File: src/adcseq_pkg.sv
// Behaviour
// - Result right-justified, left-justified when selected
// - Low-byte read locks results until high read
// - Completion flag set even when result discarded
// - Start bit begins conversion, reads one, self-clears
// - Channel change waits for running conversion end
// - Auto-trigger rising edge resets prescaler, starts conversion
// - No level restart; edges during conversion ignored
// - Trigger flag must be cleared for next edge; here any trigger edge starts a conversion when idle, flag_q is not checked
// - Own completion flag as trigger means free running
// - Start bit works with auto trigger; reads busy
// - Prescaler divides clock, runs only while enabled
// - Software start begins on next converter clock edge
// - Normal conversion 13 cycles, first one 25
// - Sample at 1.5 cycles, first at 14.5
// - Completion writes result, sets flag, clears start
// - Auto-trigger sample two cycles after edge, synchronised
// - Free running restarts at once, start stays one
// - Selections apply only when enabled; else powered off
// - Six-bit channel field; all-ones selects temperature sensor
// - Differential uses gain select; single-ended bypasses gain
// - Three-bit reference select drives converter reference
// - Selections frozen during conversion, resume last cycle
package adcseq_pkg;
  // ----------------------------------------------------------------
  // Register byte addresses
  // ----------------------------------------------------------------
  localparam logic [4:0] ADDR_CTRL_A  = 5'h00;
  localparam logic [4:0] ADDR_CTRL_B  = 5'h04;
  localparam logic [4:0] ADDR_MUXSEL  = 5'h08;
  localparam logic [4:0] ADDR_RES_LOW = 5'h0C;
  localparam logic [4:0] ADDR_RES_HI  = 5'h10;
  // ----------------------------------------------------------------
  // Field positions
  // ----------------------------------------------------------------
  localparam int CA_ENABLE = 7;
  localparam int CA_START  = 6;
  localparam int CA_AUTO   = 5;
  localparam int CA_FLAG   = 4;
  localparam int CA_IE     = 3;
  localparam int CA_DIV_LO = 0;
  localparam int CB_GAIN   = 4;
  localparam int CB_TRG_LO = 0;
  localparam int MX_CH_LO  = 0;
  localparam int MX_LEFT   = 6;
  localparam int MX_REF_LO = 8;
  // ----------------------------------------------------------------
  // Codes and timing, in converter clock cycles
  // ----------------------------------------------------------------
  localparam logic [5:0] CH_TEMP_SENSOR = 6'h3F;
  localparam logic [5:0] CH_SE_COUNT    = 6'h0B;
  localparam logic [2:0] TRG_OWN_FLAG   = 3'h0;
  localparam logic [4:0] LEN_NORMAL     = 5'h0D;
  localparam logic [4:0] LEN_FIRST      = 5'h19;
  localparam logic [4:0] SMP_NORMAL     = 5'h01;  // Plus half a cycle
  localparam logic [4:0] SMP_FIRST      = 5'h0E;  // Plus half a cycle
  localparam logic [4:0] SMP_AUTO       = 5'h02;
  localparam logic [7:0] DIV_MIN        = 8'h02;

  typedef enum logic [0:0] {
    ADCSQ_IDLE = 1'b0,
    ADCSQ_CONV = 1'b1
  } adcsq_state_t;
endpackage

File: src/adcseq_top.sv
// Design decisions made here: the address map and register access over Avalon-MM.
`timescale 1ns/10ps
module adcseq_top
  import adcseq_pkg::*;
#(
  parameter int N_TRIG = 8
) (
  // Clock and reset
  input  wire logic              clock_i,
  input  wire logic              rstn_i,
  // Avalon-MM slave
  input  wire logic [4:0]        avs_address_i,
  input  wire logic              avs_read_i,
  input  wire logic              avs_write_i,
  input  wire logic [31:0]       avs_writedata_i,
  input  wire logic [3:0]        avs_byteenable_i,
  output logic      [31:0]       avs_readdata_o,
  output logic                   avs_waitrequest_o,
  // Trigger sources and interrupt acknowledge
  input  wire logic [N_TRIG-1:0] trig_i,
  input  wire logic              irq_ack_i,
  output logic                   irq_req_o,
  // Converter side
  input  wire logic [9:0]        result_i,
  output logic                   power_on_o,
  output logic                   sample_o,
  output logic                   conv_busy_o,
  output logic [5:0]             channel_o,
  output logic [2:0]             reference_o,
  output logic                   gain_select_o,
  output logic                   gain_bypass_o,
  output logic                   temp_sensor_o
);

  // ----------------------------------------------------------------
  // Helpers
  // ----------------------------------------------------------------
  function automatic logic [7:0] div_ratio(input logic [2:0] sel);
    logic [7:0] r;
    r = 8'h01 << sel;
    div_ratio = (r < DIV_MIN) ? DIV_MIN : r;
  endfunction

  function automatic logic is_single(input logic [5:0] ch);
    is_single = (ch < CH_SE_COUNT) || (ch == CH_TEMP_SENSOR);
  endfunction

  // ----------------------------------------------------------------
  // Bus slave: one wait cycle, access takes effect when released
  // ----------------------------------------------------------------
  logic        ack_q;
  logic        req;
  logic        acc_wr;
  logic        acc_rd;
  logic [31:0] rdata_q;
  logic [31:0] rdata_d;

  assign req               = avs_read_i | avs_write_i;
  assign avs_waitrequest_o = req & ~ack_q;
  assign acc_wr            = avs_write_i & ack_q;
  assign acc_rd            = avs_read_i & ack_q;
  assign avs_readdata_o    = rdata_q;

  always_ff @(posedge clock_i or negedge rstn_i) begin
    if (!rstn_i) begin
      ack_q <= 1'b0;
    end else begin
      ack_q <= req & ~ack_q;
    end
  end

  // ----------------------------------------------------------------
  // Software registers
  // ----------------------------------------------------------------
  logic        en_q;
  logic        auto_q;
  logic        ie_q;
  logic [2:0]  div_q;
  logic        gain_q;
  logic [2:0]  trg_q;
  logic [5:0]  ch_tmp_q;
  logic        left_q;
  logic [2:0]  ref_tmp_q;
  logic        wr_a;
  logic        wr_b;
  logic        wr_m;

  assign wr_a = acc_wr && avs_address_i == ADDR_CTRL_A && avs_byteenable_i[0];
  assign wr_b = acc_wr && avs_address_i == ADDR_CTRL_B && avs_byteenable_i[0];
  assign wr_m = acc_wr && avs_address_i == ADDR_MUXSEL;

  always_ff @(posedge clock_i or negedge rstn_i) begin
    if (!rstn_i) begin
      en_q      <= 1'b0;
      auto_q    <= 1'b0;
      ie_q      <= 1'b0;
      div_q     <= 3'h0;
      gain_q    <= 1'b0;
      trg_q     <= 3'h0;
      ch_tmp_q  <= 6'h00;
      left_q    <= 1'b0;
      ref_tmp_q <= 3'h0;
    end else begin
      if (wr_a) begin
        en_q   <= avs_writedata_i[CA_ENABLE];
        auto_q <= avs_writedata_i[CA_AUTO];
        ie_q   <= avs_writedata_i[CA_IE];
        div_q  <= avs_writedata_i[CA_DIV_LO +: 3];
      end
      if (wr_b) begin
        gain_q <= avs_writedata_i[CB_GAIN];
        trg_q  <= avs_writedata_i[CB_TRG_LO +: 3];
      end
      if (wr_m && avs_byteenable_i[0]) begin
        ch_tmp_q <= avs_writedata_i[MX_CH_LO +: 6];
        left_q   <= avs_writedata_i[MX_LEFT];
      end
      if (wr_m && avs_byteenable_i[1]) begin
        ref_tmp_q <= avs_writedata_i[MX_REF_LO +: 3];
      end
    end
  end

  // ----------------------------------------------------------------
  // Trigger synchroniser and edge detector
  // ----------------------------------------------------------------
  logic [N_TRIG-1:0] trg_s1_q;
  logic [N_TRIG-1:0] trg_s2_q;
  logic              trg_old_q;
  logic              trg_lvl;
  logic              trg_edge;

  // Two sync stages cost two clocks of latency; the edge compare with trg_old_q adds none
  always_ff @(posedge clock_i or negedge rstn_i) begin
    if (!rstn_i) begin
      trg_s1_q  <= '0;
      trg_s2_q  <= '0;
      trg_old_q <= 1'b0;
    end else begin
      trg_s1_q  <= trig_i;
      trg_s2_q  <= trg_s1_q;
      trg_old_q <= trg_lvl;
    end
  end

  assign trg_lvl  = trg_s2_q[trg_q];
  assign trg_edge = trg_lvl & ~trg_old_q;

  // ----------------------------------------------------------------
  // Prescaler and conversion sequencer
  // ----------------------------------------------------------------
  adcsq_state_t st_q;
  logic [7:0]   pre_q;
  logic [7:0]   ratio;
  logic         rise;
  logic         fall;
  logic [4:0]   cyc_q;
  logic [4:0]   len;
  logic         first_q;
  logic         auto_conv_q;
  logic         pend_q;
  logic         busy;
  logic         last_cyc;
  logic         done;
  logic         free_run;
  logic         trig_start;
  logic         sw_start;
  logic         start_wr;

  assign ratio      = div_ratio(div_q);
  assign rise       = en_q && pre_q == ratio - 8'h01;
  assign fall       = en_q && pre_q == (ratio >> 1) - 8'h01;
  assign busy       = st_q == ADCSQ_CONV;
  assign len        = first_q ? LEN_FIRST : LEN_NORMAL;
  assign last_cyc   = busy && cyc_q == len - 5'h01;
  assign done       = last_cyc && rise;
  assign free_run   = auto_q && trg_q == TRG_OWN_FLAG;
  assign trig_start = en_q && auto_q && !free_run && trg_edge && !busy;
  assign sw_start   = en_q && pend_q && rise && !busy;
  assign start_wr   = wr_a && avs_writedata_i[CA_START] && avs_writedata_i[CA_ENABLE];

  always_ff @(posedge clock_i or negedge rstn_i) begin
    if (!rstn_i) begin
      pre_q <= 8'h00;
    end else if (!en_q || trig_start || rise) begin
      pre_q <= 8'h00;
    end else begin
      pre_q <= pre_q + 8'h01;
    end
  end

  // Pending request holds the start bit high until the first edge
  always_ff @(posedge clock_i or negedge rstn_i) begin
    if (!rstn_i) begin
      pend_q <= 1'b0;
    end else if (!en_q) begin
      pend_q <= start_wr;
    end else if (start_wr && !busy) begin
      pend_q <= 1'b1;
    end else if (sw_start || trig_start) begin
      pend_q <= 1'b0;
    end
  end

  always_ff @(posedge clock_i or negedge rstn_i) begin
    if (!rstn_i) begin
      st_q        <= ADCSQ_IDLE;
      cyc_q       <= 5'h00;
      auto_conv_q <= 1'b0;
    end else begin
      case (st_q)
        ADCSQ_IDLE: begin
          if (sw_start || trig_start) begin
            st_q        <= ADCSQ_CONV;
            cyc_q       <= 5'h00;
            auto_conv_q <= trig_start;
          end
        end
        ADCSQ_CONV: begin
          if (!en_q) begin
            st_q <= ADCSQ_IDLE;
          end else if (done) begin
            cyc_q       <= 5'h00;
            auto_conv_q <= 1'b0;
            st_q        <= (free_run && en_q) ? ADCSQ_CONV : ADCSQ_IDLE;
          end else if (rise) begin
            cyc_q <= cyc_q + 5'h01;
          end
        end
        default: begin
          st_q <= ADCSQ_IDLE;
        end
      endcase
    end
  end

  // First conversion after enable runs long to settle the analog side
  always_ff @(posedge clock_i or negedge rstn_i) begin
    if (!rstn_i) begin
      first_q <= 1'b1;
    end else if (!en_q) begin
      first_q <= 1'b1;
    end else if (done) begin
      first_q <= 1'b0;
    end
  end

  // ----------------------------------------------------------------
  // Sample strobe
  // ----------------------------------------------------------------
  logic smp_now;

  always_comb begin
    smp_now = 1'b0;
    if (busy && auto_conv_q) begin
      smp_now = rise && cyc_q == SMP_AUTO - 5'h01;
    end else if (busy && first_q) begin
      smp_now = fall && cyc_q == SMP_FIRST;
    end else if (busy) begin
      smp_now = fall && cyc_q == SMP_NORMAL;
    end
  end

  always_ff @(posedge clock_i or negedge rstn_i) begin
    if (!rstn_i) begin
      sample_o <= 1'b0;
    end else begin
      sample_o <= smp_now;
    end
  end

  // ----------------------------------------------------------------
  // Channel and reference selection, frozen while converting
  // ----------------------------------------------------------------
  always_ff @(posedge clock_i or negedge rstn_i) begin
    if (!rstn_i) begin
      channel_o     <= 6'h00;
      reference_o   <= 3'h0;
      gain_select_o <= 1'b0;
      gain_bypass_o <= 1'b1;
      temp_sensor_o <= 1'b0;
    end else if (en_q && (!busy || last_cyc)) begin
      channel_o     <= ch_tmp_q;
      reference_o   <= ref_tmp_q;
      gain_select_o <= gain_q;
      gain_bypass_o <= is_single(ch_tmp_q);
      temp_sensor_o <= ch_tmp_q == CH_TEMP_SENSOR;
    end
  end

  assign power_on_o  = en_q;
  assign conv_busy_o = busy;

  // ----------------------------------------------------------------
  // Result bytes, read lock and completion flag
  // ----------------------------------------------------------------
  logic [15:0] res_q;
  logic        lock_q;
  logic        flag_q;
  logic        rd_low;
  logic        rd_hi;
  logic        res_wr;

  assign rd_low = acc_rd && avs_address_i == ADDR_RES_LOW;
  assign rd_hi  = acc_rd && avs_address_i == ADDR_RES_HI;
  assign res_wr = done && !lock_q;

  always_ff @(posedge clock_i or negedge rstn_i) begin
    if (!rstn_i) begin
      lock_q <= 1'b0;
    end else if (rd_hi) begin
      lock_q <= 1'b0;
    end else if (rd_low) begin
      lock_q <= 1'b1;
    end
  end

  always_ff @(posedge clock_i or negedge rstn_i) begin
    if (!rstn_i) begin
      res_q <= 16'h0000;
    end else if (res_wr && left_q) begin
      res_q <= {result_i, 6'h00};
    end else if (res_wr) begin
      res_q <= {6'h00, result_i};
    end
  end

  // A new completion wins over a clear in the same cycle
  always_ff @(posedge clock_i or negedge rstn_i) begin
    if (!rstn_i) begin
      flag_q <= 1'b0;
    end else if (done) begin
      flag_q <= 1'b1;
    end else if (irq_ack_i || (wr_a && avs_writedata_i[CA_FLAG])) begin
      flag_q <= 1'b0;
    end
  end

  assign irq_req_o = flag_q & ie_q;

  // ----------------------------------------------------------------
  // Read data
  // ----------------------------------------------------------------
  always_comb begin
    rdata_d = 32'h0000_0000;
    case (avs_address_i)
      ADDR_CTRL_A: begin
        rdata_d[CA_ENABLE]       = en_q;
        rdata_d[CA_START]        = pend_q | busy;
        rdata_d[CA_AUTO]         = auto_q;
        rdata_d[CA_FLAG]         = flag_q;
        rdata_d[CA_IE]           = ie_q;
        rdata_d[CA_DIV_LO +: 3]  = div_q;
      end
      ADDR_CTRL_B: begin
        rdata_d[CB_GAIN]         = gain_q;
        rdata_d[CB_TRG_LO +: 3]  = trg_q;
      end
      ADDR_MUXSEL: begin
        rdata_d[MX_CH_LO +: 6]   = ch_tmp_q;
        rdata_d[MX_LEFT]         = left_q;
        rdata_d[MX_REF_LO +: 3]  = ref_tmp_q;
      end
      ADDR_RES_LOW: begin
        rdata_d[7:0]             = res_q[7:0];
      end
      ADDR_RES_HI: begin
        rdata_d[7:0]             = res_q[15:8];
      end
      default: begin
        rdata_d = 32'h0000_0000;
      end
    endcase
  end

  always_ff @(posedge clock_i or negedge rstn_i) begin
    if (!rstn_i) begin
      rdata_q <= 32'h0000_0000;
    end else if (avs_read_i && !ack_q) begin
      rdata_q <= rdata_d;
    end
  end

  // ----------------------------------------------------------------
  // Assertions
  // ----------------------------------------------------------------
  logic [4:0] rise_cnt_q;

  always_ff @(posedge clock_i or negedge rstn_i) begin
    if (!rstn_i) begin
      rise_cnt_q <= 5'h00;
    end else if ((!busy && (sw_start || trig_start)) || done) begin
      rise_cnt_q <= 5'h00;
    end else if (busy && rise) begin
      rise_cnt_q <= rise_cnt_q + 5'h01;
    end
  end

  property p_len;
    @(posedge clock_i) disable iff (!rstn_i)
      done |-> rise_cnt_q == (first_q ? 5'd24 : 5'd12);
  endproperty
  a_len: assert property (p_len) else $error("conversion length wrong");

  property p_lock;
    @(posedge clock_i) disable iff (!rstn_i)
      done && lock_q |=> $stable(res_q) && flag_q;
  endproperty
  a_lock: assert property (p_lock) else $error("locked result overwritten");

  property p_flag;
    @(posedge clock_i) disable iff (!rstn_i)
      done |=> flag_q;
  endproperty
  a_flag: assert property (p_flag) else $error("flag not set on completion");

  property p_single_clear;
    @(posedge clock_i) disable iff (!rstn_i)
      done && !free_run && !start_wr |=> !busy && !pend_q;
  endproperty
  a_single_clear: assert property (p_single_clear) else $error("start bit not cleared");

  property p_free;
    @(posedge clock_i) disable iff (!rstn_i)
      done && free_run && en_q |=> busy && cyc_q == 5'd0;
  endproperty
  a_free: assert property (p_free) else $error("free running did not restart");

  property p_pre_off;
    @(posedge clock_i) disable iff (!rstn_i)
      !en_q |=> pre_q == 8'h00 && !busy;
  endproperty
  a_pre_off: assert property (p_pre_off) else $error("prescaler ran while disabled");

  property p_freeze;
    @(posedge clock_i) disable iff (!rstn_i)
      busy && !last_cyc && en_q |=> $stable(channel_o) && $stable(reference_o);
  endproperty
  a_freeze: assert property (p_freeze) else $error("selection changed mid conversion");

  property p_left;
    @(posedge clock_i) disable iff (!rstn_i)
      res_wr && left_q |=> res_q[15:6] == $past(result_i) && res_q[5:0] == 6'h00;
  endproperty
  a_left: assert property (p_left) else $error("left adjust wrong");

  property p_trig_reset;
    @(posedge clock_i) disable iff (!rstn_i)
      trig_start |=> pre_q == 8'h00 && busy && auto_conv_q;
  endproperty
  a_trig_reset: assert property (p_trig_reset) else $error("trigger did not start");

  property p_normal_smp;
    @(posedge clock_i) disable iff (!rstn_i)
      smp_now && !first_q && !auto_conv_q |-> fall && cyc_q == 5'd1;
  endproperty
  a_normal_smp: assert property (p_normal_smp) else $error("sample point wrong");

  c_first: cover property (@(posedge clock_i) disable iff (!rstn_i) done && first_q);
  c_discard: cover property (@(posedge clock_i) disable iff (!rstn_i) done && lock_q);
  c_free: cover property (@(posedge clock_i) disable iff (!rstn_i) done && free_run);
  c_trig: cover property (@(posedge clock_i) disable iff (!rstn_i) trig_start);

endmodule // adcseq_top

File: config.mk
export PLATFORM = sky130hd
export DESIGN_NAME = adcseq_top
export DESIGN_NICKNAME = d
export VERILOG_FILES = /design/src/adcseq_pkg.sv /design/src/adcseq_top.sv
export SDC_FILE = /design/constraint.sdc
export NUM_CORES = 1
export LEC_CHECK = 0
export BUFFER_PORTS_ARGS = -buffer_cell sky130_fd_sc_hd__buf_2
export CORE_UTILIZATION = 54
export CTS_BUF_LIST = sky130_fd_sc_hd__clkbuf_16
export CTS_CLUSTER_DIAMETER = 40
export DETAILED_ROUTE_END_ITERATION = 8
export PLACE_DENSITY = 0.8
export SYNTH_ARGS = -nofsm -noshare
export SYNTH_HDL_FRONTEND = slang
export SYNTH_SLANG_ARGS = --single-unit
File: constraint.sdc
create_clock -name clock_i -period 4 [get_ports clock_i]
set_input_delay 0.4 -clock clock_i [delete_from_list [all_inputs] [get_ports clock_i]]
set_output_delay 0.4 -clock clock_i [all_outputs]
set_load 0.02 [all_outputs]
---- Word-level counts from Yosys, hierarchy flattened ----
Index checks and enable logic that the tools add are counted.
operators by class
  equal/unequal tests ..................... 16
  reduce and logical (&&, ||, !) cells .... 53
  $lt $le $gt $ge ......................... 3
  $add $sub $neg .......................... 5
  bitwise gates (word level) .............. 10
  shifts and indexed selects .............. 1
  muxes and demuxes ....................... 38
operators with widths
  kind                 count
  $logic_and 1x1->1    35
  $mux 16              2
  $mux 5               5
  $mux 1               19
  $eq 8x8->1           2
  $mux 8               2
  $eq 5x4->1 const B   3
  $pmux 3 s5           1
  $pmux 5 s2           1
  $add 8x1->8 const B  1
  $lt 8x2->1 const B   1
  $pmux 2 s4           1
  $shl 1x3->8 const A  1
  $sub 7x1->8 const B  1
  $sub 8x1->8 const B  1
  $eq 6x6->1 const B   1
  $logic_or 1x1->1     6
  $lt 6x4->1 const B   1
  $ne 3x1->1 const B   2
  $reduce_and 3->1     2
  $reduce_bool 2->1    3
  $add 5x1->5 const B  1
  $and 1x1->1          5
  $eq 5x1->1 const B   1
  18 further kinds     28
word-level totals
  bits in registers ....................... 97
  bits of input ports ..................... 64
  output and inout bits ................... 49
  word-level logic and storage cells ...... 155

---- Logic depth before layout (Yosys ltp) ----
Gate-level depths: netlist of the first run.
  depth after elaboration ................. 12
  gate-level depth with buffers ........... 14
  gate-level depth less buffers ........... 10

---- Worst setup path before layout of the first run ----
No wires, ideal clock.
  path type ............................... register to register
  start point ............................. reg div_q[1]
  end point ............................... reg res_q[6]
  setup time .............................. 0.125 ns
  stages on the path, launching flop included .. 14
  clock period less this slack ............ 2.792 ns
  required time ........................... 3.875 ns
  path buffers ............................ 4
  arrival ................................. 2.667 ns
  path slack .............................. 1.208 ns
  cells stage by stage .................... dfrtp_1 -> buf_6 -> nor2_1 -> inv_1 -> ha_1 -> buf_2 -> xor2_1 -> xnor2_1 -> nor3_1 -> nand4_2 -> or3_1 -> buf_6 -> buf_6 -> mux2_4
on the way
  longest elaborated chain between the ends .. 10
  elaborated cells between the ends (all ways) .. 11
  those cells by class .................... 1 x add/sub; 1 x order compare; 1 x eq/ne; 1 x shift; 2 x mux; 5 x reduce/logical
ends and longest elaborated chain
  what                                                 line               RTL
  start, declared                                      adcseq_top.sv:78   logic [2:0] div_q;
  start signal, assigned                               adcseq_top.sv:108  div_q <= avs_writedata_i[CA_DIV_LO +: 3];
  $shl 1x3->8 *                                        adcseq_top.sv:40   r = 8'h01 << sel;
  $lt 8x2->1                                           adcseq_top.sv:41   div_ratio = (r < DIV_MIN) ? DIV_MIN : r;
  $mux 8 *                                             adcseq_top.sv:41
  $sub 8x1->8 *                                        adcseq_top.sv:171  assign rise = en_q && pre_q == ratio - 8'h01;
  $eq 8x8->1 *                                         adcseq_top.sv:171
  $logic_and 1x1->1 *                                  adcseq_top.sv:171
  $logic_and 1x1->1 *                                  adcseq_top.sv:176  assign done = last_cyc && rise;
  $logic_and 1x1->1 *                                  adcseq_top.sv:306  assign res_wr = done && !lock_q;
  $logic_and 1x1->1                                    adcseq_top.sv:321  end else if (res_wr && left_q) begin
  $mux 16 / $reduce_bool 2->1 (equally long branches)  --
  end signal, assigned                                 adcseq_top.sv:322  res_q <= {result_i, 6'h00};
  end signal, assigned                                 adcseq_top.sv:324  res_q <= {6'h00, result_i};
  end, declared                                        adcseq_top.sv:297  logic [15:0] res_q;
Mark *: on every way between the ends. The rest lies on a longest branch, timed or not.
A chain may end at the register's enable or synchronous reset.

---- Final worst setup path of the first run ----
  start point ............................. reg div_q[1]
  end point ............................... reg res_q[15]
Same word-level chain as after synthesis.

==> results of run 1 <==
-- final cells by class --
| type | count | area share |
|---|---|---|
| Clock buffer | 9 | 0.0406 |
| Clock inverter | 7 | 0.0129 |
| Inverter | 12 | 0.00812 |
| Multi-Input combinational cell | 329 | 0.403 |
| Sequential cell | 97 | 0.438 |
| Tap cell | 108 | 0.0244 |
| Timing Repair Buffer | 76 | 0.0727 |
-- critical path, stage by stage, from the launching register on --
cell and delay, ns:
dfrtp_1 0.41, nor2b_1 0.17, nand2_1 0.12, ha_1 0.53, o21ai_0 0.18, a22oi_1 0.20
xor2_1 0.19, nand4_2 0.14, or3_1 0.71, buf_4 0.29, mux2i_1 0.17
-- sequential cells by signal (all words and copies together), names as in the netlist, 3 cells and up --
name	count
trg_s2_q	8
div_q	3
cyc_q	5
reference_o	3
ref_tmp_q	3
ch_tmp_q	6
pre_q	8
trg_s1_q	8
trg_q	3
avs_readdata_o	11
channel_o	6
res_q	16
-- kinds of logic after synthesis --
kind of cell	synth area share
xor gates and xnor gates	0.0231
and+or+nand+nor	0.148
buffers and inverters	0.0669
DFF	0.494
muxes	0.146
AOI/OAI and AO/OA	0.103
other	0.00153
adders and majority gates	0.0178
-- power breakdown --
group | total [mW] | internal, mW | switching (mW)
Combinational | 0.282 | 0.113 | 0.169
Clock | 0.866 | 0.486 | 0.379
Sequential | 1.08 | 1.04 | 0.0462
Total | 2.23 | 1.64 | 0.595
-- layout by cell type (no fill, tap or decap), drive strengths merged, types with 2 or more instances in the layout --
cell,instances
xnor2,6
mux2i,14
a211oi,2
nor4b,2
dfrtp,95
or2,2
clkbuf,9
or4,2
nand3b,2
buf,76
inv,16
xor2,7
a22oi,2
conb,22
nand3,13
nor4,2
nand2b,8
o21ai,29
nor3,8
nor2,34
ha,7
a221o,2
nand4,4
a2111oi,2
a21o,5
nand2,51
mux4,2
o22ai,2
or3,2
a31oi,3
a21oi,8
a221oi,8
nor2b,10
o31ai,2
and3,8
mux2,46
o21ba,2
dfstp,2
-- metrics by stage --
step / worst slack (ns) / instance area, um^2
6_report: 0.796 / 5550
2_1_floorplan: 1.21 / 4990
3_3_place_gp: 0.924 / 5250
5_1_grt: 0.529 / 5550
4_1_cts: 0.821 / 5550
3_5_place_dp: 0.845 / 5250
-- metal layers --
metal | part of all wire | vias up
met4 | 0.015 | 0
met1 | 0.45 | 1815
met3 | 0.050 | 16
met5 | 0 | -
met2 | 0.48 | 105
li1 | - | 1707
-- cell usage after synthesis (3+ instances only) --
master,instances,share of area
clkbuf_1,11,0.0084
buf_6,3,0.0069
o21ai_0,28,0.028
nand2_1,50,0.038
buf_2,5,0.0051
nor2_1,34,0.026
mux2i_1,14,0.028
and3_1,8,0.010
dfrtp_1,95,0.48
a21oi_1,7,0.0071
a31oi_1,3,0.0038
xor2_1,7,0.012
nor2b_1,10,0.013
mux2_4,4,0.012
a221oi_1,8,0.014
mux2_2,42,0.096
a21o_1,5,0.0076
buf_4,22,0.034
ha_1,7,0.018
nor3_1,8,0.0081
inv_1,12,0.0092
nand4_1,3,0.0038
buf_1,5,0.0038
nand2b_1,8,0.010
nand3_1,13,0.013
xnor2_1,6,0.011
-- final timing paths --
kind / end / depth (start not counted) / slack (ns)
setup / recovery: res_q[15] / 10 / 0.80
hold / removal: trg_s1_q[3] / 1 / 0.16
setup reg to reg: res_q[15] / 10 / 0.80
hold reg to reg: trg_s2_q[2] / 0 / 0.35
max in group asynchronous: div_q[2] / 2 / 2.95
min in group asynchronous: ref_tmp_q[2] / 1 / 0.17
==> results by group, run 1 <==
Yosys
  – EDFF count, synth: 0
  – Synth Instances: 464
  – Main flop type after synthesis: dfrtp_1
  – Cell area after synthesis: between 0.004 and 0.005 mm^2
  – Async S/R FF share, synth: 1.00
  – Average size of a mapped cell: 10.6 um^2
  – Sequential-to-total area share from yosys stat: 0.494
  – Synthesized flop and latch total: 97
  – YS warnings: 0
  – Synth unique cells: 58

Setup path
  – Setup Crit Path Kind: reg2reg
  – Critical Path End Type: flop
  – Req. time, crit path: 4.25 ns
  – RR Startpoint: div_q[1]
  – Setup crit start: div_q[1]
  – WP data arrival: 3.46 ns
  – CP startpoint kind: flop
  – Critical Path Fanout Max: 19

Routing
  – Initial drt markers: 213
  – Drt via density: 5.71
  – Via count: about 3600
  – First-pass DRT Iterations: 4
  – DR WL/cell: 16.2 um
  – Final WL: 10.3 mm
  – # DRC: 0
  – Routed Antenna Nets: 0

Place
  – GPL Wtd Cong: 0.891
  – Hpwl dp: between 7 and 8 mm
  – # port buffers: 68
  – Cell count after placement: slightly above 600

Power
  – Total power: approximately 2.2 mW
  – P_leak: 2.76 nW
  – Pwr dens: ~400 mW/mm^2
  – Worst IR Drop VDD: 323 uV

Clock tree
  – Clk_lat worst skew: 0.34 ns
  – H-tree depth: 3
  – Clock Path Buffers: 2
  – Clk slew on worst S/H paths: 0.07 ns
  – CTS buffer count: 9
  – CTS Hold Bufs: 0
  – Postcts setup bufs: 0
  – CTS tree: built
  – CTS root buf: clkbuf_16
  – Clock sinks: 97
  – Cts repair resizes: 0

Cells and area
  – ANT cells: 0
  – Final Util: 0.633
  – Reg area: 0.00243 mm^2
  – Area grow syn2layout: 12.7%
  – Final layout net count: between 500 and 600
  – Fillers: 706
  – Proportion of layout cells with a drive suffix above 1: 0.279
  – Final cell count without fillers: 638
  – Area of the multi-input gates: 0.00224 mm^2

Worst hold path
  – Worst Hold Launch: trig_i[3]
  – Min-Delay Path Class: in2reg

GRT
  – Largest net degree at the start of global routing: 72
  – Vias in the first global route: 3615
  – First-pass GRT wire length: around 17 mm
  – Total gr overflow: 0
  – Grt met2 use: 0.365
  – Initial antenna violation count: 0
  – M3 GR Usage: 0.0568
  – Layer with the highest usage: met2
  – GR Util met1: 0.316
  – Tot GR Track Use: 0.231

Timing
  – WHS: ~0.16 ns
  – Actual slew at the worst max-slew pin: roughly 1.1 ns
  – Max Fclk: about 310 MHz
  – Setup TNS: 0 ns
  – Tmin final: ~3.2 ns
  – Max_slew headroom: 0.258
  – Final Skew: 0.00624 ns
  – Final worst-path cycle share: 0.801
  – RSZ-0062 raised after global routing: no
  – Max-slew violations: 0
  – Final Hold Vio Count: 0
  – Final setup fails: 0

Die
  – Die width: 97.5 um
  – Die Ht: 97.5 um
  – Die area: 0.00950 mm^2
  – Starting density of the core: 0.561
  – Core area: 0.00876 mm^2
  – Num rows: 34
  – Boundary Pins: 113

Outcome
  – Outcome: complete, no violations

Job
  – Max_cap viols: 0
(Power assumes the default switching activity.)
==> run 2: changes to the inputs <==
--- a/config.mk
+++ b/config.mk
@@ -5,12 +5,13 @@
 export SDC_FILE = /design/constraint.sdc
 export NUM_CORES = 1
 export LEC_CHECK = 0
+export ABC_AREA = 1
 export BUFFER_PORTS_ARGS = -buffer_cell sky130_fd_sc_hd__buf_2
-export CORE_UTILIZATION = 54
+export CORE_UTILIZATION = 49
 export CTS_BUF_LIST = sky130_fd_sc_hd__clkbuf_16
 export CTS_CLUSTER_DIAMETER = 40
 export DETAILED_ROUTE_END_ITERATION = 8
-export PLACE_DENSITY = 0.8
+export PLACE_DENSITY = 0.77
 export SYNTH_ARGS = -nofsm -noshare
 export SYNTH_HDL_FRONTEND = slang
 export SYNTH_SLANG_ARGS = --single-unit
==> constraint.sdc (replaced) <==
create_clock -name clock_i -period 2.6 [get_ports clock_i]
set_input_delay 0.26 -clock clock_i [delete_from_list [all_inputs] [get_ports clock_i]]
set_output_delay 0.26 -clock clock_i [all_outputs]
set_load 0.02 [all_outputs]
==> run 2 against run 1 <==
Effect of this change:
- utilization decreased by 5.3 points
- cell area is 1.8% higher
- die area is 9.2% higher
- global-route usage is 0.088 points lower
- synthesized cell count is 27% higher
- sequential cell count unchanged
- combinational power rose to 3.4 times the previous value
==> results by group, run 2 <==
Clock tree
  – H-tree depth: 3 (unchanged)
  – CTS root buf: clkbuf_16 (unchanged)
  – CTS tree: built (unchanged)
  – Clk_lat worst skew: 0.34 ns (about the same)
  – CTS buffer count: 9 (unchanged)
  – Clk slew on worst S/H paths: 0.07 ns (about the same)
  – Clock Path Buffers: 2 (unchanged)
  – Postcts setup bufs: 0 (unchanged)
  – Clock sinks: 97 (unchanged)

GRT
  – Total gr overflow: 0 (unchanged)
  – Tot GR Track Use: 0.230 (was 0.231)
  – First-pass GRT wire length: 18.2 mm (was 17.3 mm)
  – Largest net degree at the start of global routing: 51 (was 72)
  – Vias in the first global route: 3798 (was 3615)
  – Initial antenna violation count: 0 (unchanged)

Timing
  – Tmin final: 2.43 ns (was 3.20 ns)
  – Max-slew violations: 0 (unchanged)
  – Final setup fails: 0 (unchanged)
  – Actual slew at the worst max-slew pin: 0.613 ns (was 1.10 ns)
  – Max Fclk: 411 MHz (was 312 MHz)
  – Setup TNS: 0 ns (unchanged)
  – Max_slew headroom: 0.591 (was 0.258)
  – Final worst-path cycle share: 0.935 (was 0.801)
  – RSZ-0062 raised after global routing: no (unchanged)
  – Final Hold Vio Count: 0 (unchanged)
  – Final Skew: 0.00999 ns (was 0.00624 ns)

Cells and area
  – Most frequent cells in the layout: nand2_1 (163), dfrtp_1 (95), buf_2 (67) (was dfrtp_1 (95), buf_2 (67), nand2_1 (50))
  – Proportion of layout cells with a drive suffix above 1: 0.172 (was 0.279)
  – ANT cells: 0 (unchanged)
  – Most flops, register: res_q (unchanged)
  – Final layout net count: 733 (was 596)
  – Commonest non-fill, non-tap cell in the layout: nand2_1 (was dfrtp_1)
  – Fillers: 868 (was 706)
  – Area grow syn2layout: 15.6% (was 12.7%)
  – Area of the multi-input gates: 0.00204 mm^2 (was 0.00224 mm^2)
  – Design area: 0.00565 mm^2 (was 0.00555 mm^2)
  – Reg area: 0.00243 mm^2 (unchanged)
  – Max reg flops: 16 (unchanged)

Routing
  – # DRC: 0 (unchanged)
  – First-pass DRT Iterations: 5 (was 4)
  – Final WL: 11.4 mm (was 10.3 mm)
  – Routed Antenna Nets: 0 (unchanged)
  – Initial drt markers: 288 (was 213)
  – Drt via density: 5.30 (was 5.71)
  – Via count: 4237 (was 3643)
  – DR WL/cell: 14.2 um (was 16.2 um)

Power
  – Logic gate share of total power: 0.222 (was 0.126)
  – Flop pwr share: 0.427 (was 0.485)
  – Total power: 4.32 mW (was 2.23 mW)
  – Worst IR Drop VDD: 485 uV (was 323 uV)
  – Sw Pwr: 1.39 mW (was 0.595 mW)
  – Int Power: 2.94 mW (was 1.64 mW)
  – P_leak: 2.88 nW (was 2.76 nW)
  – Net Sw Frac: 0.320 (was 0.267)
  – Pwr dens: 766 mW/mm^2 (was 402 mW/mm^2)
  – Clk pwr share: 0.351 (was 0.388)

Die
  – Boundary Pins: 113 (unchanged)
  – Die area: 0.0104 mm^2 (was 0.00950 mm^2)
  – Starting density of the core: 0.502 (was 0.561)
  – Core area: 0.00973 mm^2 (was 0.00876 mm^2)
  – Die Ht: 102 um (was 97.5 um)
  – Num rows: 36 (was 34)
  – Die width: 102 um (was 97.5 um)

Place
  – Hpwl dp: 8.34 mm (was 7.34 mm)
  – Placement Cell Area: 0.00529 mm^2 (was 0.00525 mm^2)
  – GPL Wtd Cong: 0.940 (was 0.891)
  – # port buffers: 68 (unchanged)

Yosys
  – Yosys top cell by area: dfrtp_1 (unchanged)
  – Average size of a mapped cell: 8.29 um^2 (was 10.6 um^2)
  – Yosys top cell area share: 0.487 (was 0.483)
  – Main flop type after synthesis: dfrtp_1 (unchanged)
  – Most common cell in the netlist: nand2_1 (was dfrtp_1)
  – Sequential-to-total area share from yosys stat: 0.498 (was 0.494)
  – Async S/R FF share, synth: 1.00 (unchanged)
  – Top cells by area, synth: dfrtp_1 (49%), nand2_1 (13%), o21ai_0 (4.4%) (was dfrtp_1 (48%), mux2_2 (9.6%), nand2_1 (3.8%))
  – Synth cell count leaders: nand2_1 (163), dfrtp_1 (95), inv_1 (57), nor2_1 (44), o21ai_0 (43) (was dfrtp_1 (95), nand2_1 (50), mux2_2 (42), nor2_1 (34), o21ai_0 (28))
  – EDFF count, synth: 0 (unchanged)
  – YS warnings: 0 (unchanged)
  – Synthesized flop and latch total: 97 (unchanged)
  – Cell area after synthesis: 0.00488 mm^2 (was 0.00492 mm^2)
  – Synth Instances: 589 (was 464)
  – Synth unique cells: 43 (was 58)

Setup path
  – Setup Crit Path Kind: reg2reg (unchanged)
  – CP max stage cell: dfrtp_1 (was or3_1)
  – CP startpoint kind: flop (unchanged)
  – Most frequent CP cell: nand2_1
  – Critical Path End Type: flop (unchanged)
  – CP max stage delay: 0.47 ns (was 0.71 ns)
  – WP data arrival: 2.71 ns (was 3.46 ns)
  – Req. time, crit path: 2.88 ns (was 4.25 ns)
  – CP Cell Sequence: inv_1, nand2_1, ha_1, nand2_1, nand2_1, nand2_1, nand2_1, nand2_1, nor2_2, nand3_2, nor2_4, buf_4, nand4_1, nand2_1 (was nor2b_1, nand2_1, ha_1, o21ai_0, a22oi_1, xor2_1, nand4_2, or3_1, buf_4, mux2i_1)
  – Critical Path Fanout Max: 12 (was 19)

Worst hold path
  – Min-Delay Path Class: in2reg (unchanged)

Outcome
  – Outcome: complete, no violations (unchanged)

Job
  – Max_cap viols: 0 (unchanged)
-- run 2: cell count changes in the layout (fill, tap and decap cells not counted), moves of 10 or more --
cell / delta
nand2_1: +113
inv_1: +44
mux2_2: -42
nand4_1: +25
nand3_1: +17
o21ai_0: +15
mux2i_1: -14
nor2_1: +10
nor2b_1: -10
-- run 2: critical path: cells and delay by family, from the launching register on --
family	cells	cell delay (ns)
buf+inv	2	0.30
simple gates	11	1.36
fa+ha+maj	1	0.26
flops	1	0.47
-- run 2: routing by layer --
metal  GRT usage  share of wire  up-vias
li1            -              -     2039
met1       0.313           0.45     2045
met2       0.364           0.48      137
met3      0.0472          0.050       16
met4      0.0890          0.017        0
met5           0              0        -
-- run 2: metrics by stage --
step,setup slack [ns],std cells,utilization,hold slack [ns]
after floorplan,0.439,609,-,-0.0356
after global placement,0.278,783,0.544,0.310
after detailed placement,0.191,783,0.544,0.314
after CTS,0.184,800,0.580,0.0186
after global routing,0.00226,800,0.580,0.0147
final,0.170,800,0.580,0.0278
-- run 2: what timing repair did --
| action | in CTS | in global routing |
|---|---|---|
| resized for setup | 0 | 0 |
| hold endpoints to repair | 45 | 0 |
| hold buffers | 1 | 0 |
-- run 2: kinds of logic (layout without fill, tap and decap cells) --
logic type / count (synthesis) / in the layout / share of synthesized area
AO/OA/AOI/OAI: 82 / 82 / 0.0959
adder cells (fa/ha/maj): 7 / 7 / 0.0179
other: 2 / 22 / 0.00154
XOR/XNOR: 7 / 7 / 0.0126
flip-flops: 97 / 97 / 0.498
AND/OR/NAND/NOR: 295 / 295 / 0.275
buffers and inverters: 99 / 157 / 0.0994
-- run 2: area by class of cell --
class                           instances  share of cell area
Multi-Input combinational cell        413               0.362
Sequential cell                        97               0.430
Tap cell                              133              0.0295
Clock inverter                          7              0.0206
Inverter                               64              0.0426
Timing Repair Buffer                   77              0.0754
Clock buffer                            9              0.0399
-- run 2: path summary, 6_finish.rpt --
| kind | from | end | slack (ns) | depth (start not counted) |
|---|---|---|---|---|
| setup / recovery | div_q[1] | res_q[2] | 0.17 | 14 |
| max in group asynchronous | rstn_i | trg_s2_q[0] | 1.44 | 3 |
| hold reg to reg | trg_s1_q[6] | trg_s2_q[6] | 0.34 | 0 |
| setup reg to reg | div_q[1] | res_q[2] | 0.17 | 14 |
| min in group asynchronous | rstn_i | reference_o[1] | 0.48 | 2 |
| hold / removal | trig_i[4] | trg_s1_q[4] | 0.03 | 1 |
-- run 2: power by group through the flow --
| stage | registers, mW | logic [mW] | clock network (mW) |
|---|---|---|---|
| 5_1_grt | 1.87 | 1.08 | 1.59 |
| 3_3_place_gp | 1.87 | 0.926 | 0 |
| 6_report | 1.85 | 0.959 | 1.52 |
| 2_1_floorplan | 1.91 | 0.649 | 0 |
| 3_5_place_dp | 1.87 | 0.953 | 0 |
| 4_1_cts | 1.85 | 0.959 | 1.54 |
==> run 3: changes to the inputs <==
--- a/config.mk
+++ b/config.mk
@@ -12,6 +12,7 @@
 export CTS_CLUSTER_DIAMETER = 40
 export DETAILED_ROUTE_END_ITERATION = 8
 export PLACE_DENSITY = 0.77
+export SKIP_CTS_REPAIR_TIMING = 1
 export SYNTH_ARGS = -nofsm -noshare
 export SYNTH_HDL_FRONTEND = slang
 export SYNTH_SLANG_ARGS = --single-unit
==> constraint.sdc (replaced) <==
create_clock -name clock_i -period 2.6 [get_ports clock_i]
set_input_delay 0.39 -clock clock_i [delete_from_list [all_inputs] [get_ports clock_i]]
set_output_delay 0.39 -clock clock_i [all_outputs]
set_load 0.02 [all_outputs]
==> run 3 against run 2 <==
Effect of this change:
- largest power group unchanged
- register-to-register slack about the same
- wire length rose by 1.3%
- critical endpoint is now res_q[13]
- combinational power increased by 2%
- utilization is 0.30 points lower
- global-route usage increased by 0.33 points
- clock skew increased by 0.00096 ns
- fmax down 0.56%
- first-iteration DRC count decreased by 29%
==> results by group, run 3 (synthesized netlist as in run 2, its figures left out) <==
Die
  – Die Ht: 102 um (unchanged)
  – Die width: 102 um (unchanged)
  – Core area: 0.00973 mm^2 (unchanged)
  – Starting density of the core: 0.502 (unchanged)
  – Die area: 0.0104 mm^2 (unchanged)
  – Num rows: 36 (unchanged)
  – Boundary Pins: 113 (unchanged)

Clock tree
  – CTS tree: built (unchanged)
  – Clk slew on worst S/H paths: 0.08 ns (was 0.07 ns)
  – CTS buffer count: 9 (unchanged)
  – Clk_lat worst skew: 0.35 ns (was 0.34 ns)
  – Clock Path Buffers: 2 (unchanged)
  – Clock sinks: 97 (unchanged)
  – H-tree depth: 3 (unchanged)
  – CTS root buf: clkbuf_16 (unchanged)

Power
  – P_leak: 2.87 nW (was 2.88 nW)
  – Pwr dens: 742 mW/mm^2 (was 766 mW/mm^2)
  – Worst IR Drop VDD: 336 uV (was 485 uV)
  – Total power: 4.17 mW (was 4.32 mW)

Timing
  – Max_slew headroom: 0.619 (was 0.591)
  – RSZ-0062 raised after global routing: no (unchanged)
  – Final Worst Setup Slack: 0.156 ns (was 0.170 ns)
  – Max Fclk: 409 MHz (was 411 MHz)
  – Final setup fails: 0 (unchanged)
  – Final Skew: 0.0109 ns (was 0.00999 ns)
  – Max-slew violations: 0 (unchanged)
  – Final Hold Vio Count: 0 (unchanged)
  – Final worst-path cycle share: 0.940 (was 0.935)
  – Tmin final: 2.44 ns (was 2.43 ns)
  – Setup TNS: 0 ns (unchanged)
  – Actual slew at the worst max-slew pin: 0.570 ns (was 0.613 ns)

Setup path
  – CP max stage delay: 0.47 ns (about the same)
  – CP Cell Sequence: inv_1, nand2_1, ha_1, nand2_1, nand2_1, nand2_1, nand2_1, nand2_1, nor2_2, nand3_2, nor2_4, buf_4, nand4_1, nand2_1 (unchanged)
  – CP startpoint kind: flop (unchanged)
  – Critical Path Fanout Max: 12 (unchanged)
  – Req. time, crit path: 2.88 ns (about the same)
  – Critical Path End Type: flop (unchanged)
  – WP data arrival: 2.73 ns (was 2.71 ns)
  – Most frequent CP cell: nand2_1 (unchanged)
  – Setup Crit Path Kind: reg2reg (unchanged)
  – CP max stage cell: dfrtp_1 (unchanged)

Routing
  – # DRC: 0 (unchanged)
  – Drt via density: 5.29 (was 5.30)
  – Initial drt markers: 204 (was 288)
  – Via count: 4245 (was 4237)
  – DR WL/cell: 14.4 um (was 14.2 um)
  – First-pass DRT Iterations: 5 (unchanged)
  – Routed Antenna Nets: 0 (unchanged)
  – Final WL: 11.5 mm (was 11.4 mm)

Cells and area
  – Proportion of layout cells with a drive suffix above 1: 0.181 (was 0.172)
  – Commonest non-fill, non-tap cell in the layout: nand2_1 (unchanged)
  – Most frequent cells in the layout: nand2_1 (163), dfrtp_1 (95), buf_2 (67) (unchanged)
  – Fillers: 855 (was 868)
  – Final layout net count: 735 (was 733)
  – Max reg flops: 16 (unchanged)
  – ANT cells: 0 (unchanged)
  – Area grow syn2layout: 15.0% (was 15.6%)
  – Most flops, register: res_q (unchanged)

Worst hold path
  – Min-Delay Path Class: in2async (was in2reg)

GRT
  – Vias in the first global route: 3884 (was 3798)
  – Tot GR Track Use: 0.233 (was 0.230)
  – First-pass GRT wire length: 18.5 mm (was 18.2 mm)
  – Largest net degree at the start of global routing: 47 (was 51)
  – Total gr overflow: 0 (unchanged)
  – Initial antenna violation count: 0 (unchanged)

Job
  – Max_cap viols: 0 (unchanged)

Place
  – Hpwl dp: 8.35 mm (was 8.34 mm)
  – GPL Wtd Cong: 0.911 (was 0.940)
  – Pre-CTS setup slack: 0.234 ns (was 0.191 ns)
  – # port buffers: 68 (unchanged)

Outcome
  – Outcome: complete, no violations (unchanged)
[run 3: layer usage]
layer,vias to the layer above,GRT usage,routed length (um)
met4,0,0.0945,222
met2,161,0.363,5450
li1,2045,-,-
met3,18,0.0294,627
met1,2021,0.333,5240
met5,-,0,0
[run 3: power breakdown]
| group | internal [mW] | total, mW | switching [mW] | leakage (nW) |
|---|---|---|---|---|
| Clock | 0.686 | 1.34 | 0.656 | 0.150 |
| Combinational | 0.315 | 0.974 | 0.659 | 1.50 |
| Sequential | 1.68 | 1.85 | 0.172 | 1.22 |
[run 3: cell type report]
class | instances | area [um^2] | share of cell area
inverter | 64 | 240 | 0.0428
tap | 133 | 166 | 0.0296
multi-input combinational | 413 | 2050 | 0.365
sequential | 97 | 2430 | 0.433
clock inverter | 7 | 81.3 | 0.0145
timing repair buffer | 79 | 425 | 0.0757
clock buffer | 9 | 225 | 0.0401
[run 3: worst paths after layout]
kind,start,endpoint,slack [ns],cells past startpoint
max in group asynchronous,rstn_i,first_q,1.81,2
max,div_q[1],res_q[13],0.16,14
min in group clock_i,trig_i[1],trg_s1_q[1],0.15,1
max reg2reg,div_q[1],res_q[13],0.16,14
min reg2reg,trg_s1_q[4],trg_s2_q[4],0.35,0
min,rstn_i,avs_readdata_o[6],0.02,1
[run 3: per-stage QoR]
| stage | area, um^2 | hold WS, ns | instances | util |
|---|---|---|---|---|
| 2_1_floorplan | 4960 | 0.0944 | 609 | - |
| 3_3_place_gp | 5300 | 0.334 | 786 | 0.545 |
| 3_5_place_dp | 5300 | 0.335 | 786 | 0.545 |
| 4_1_cts | 5610 | 0.0451 | 802 | 0.577 |
| 5_1_grt | 5620 | 0.0715 | 802 | 0.577 |
| 6_report | 5620 | 0.0212 | 802 | 0.577 |
[run 3: critical path, delay by kind of cell (launching register included)]
kind	cells	cell delay, ns
buffers and inverters	2	0.30
adders and majority gates	1	0.26
DFF	1	0.47
and+or+nand+nor	11	1.35
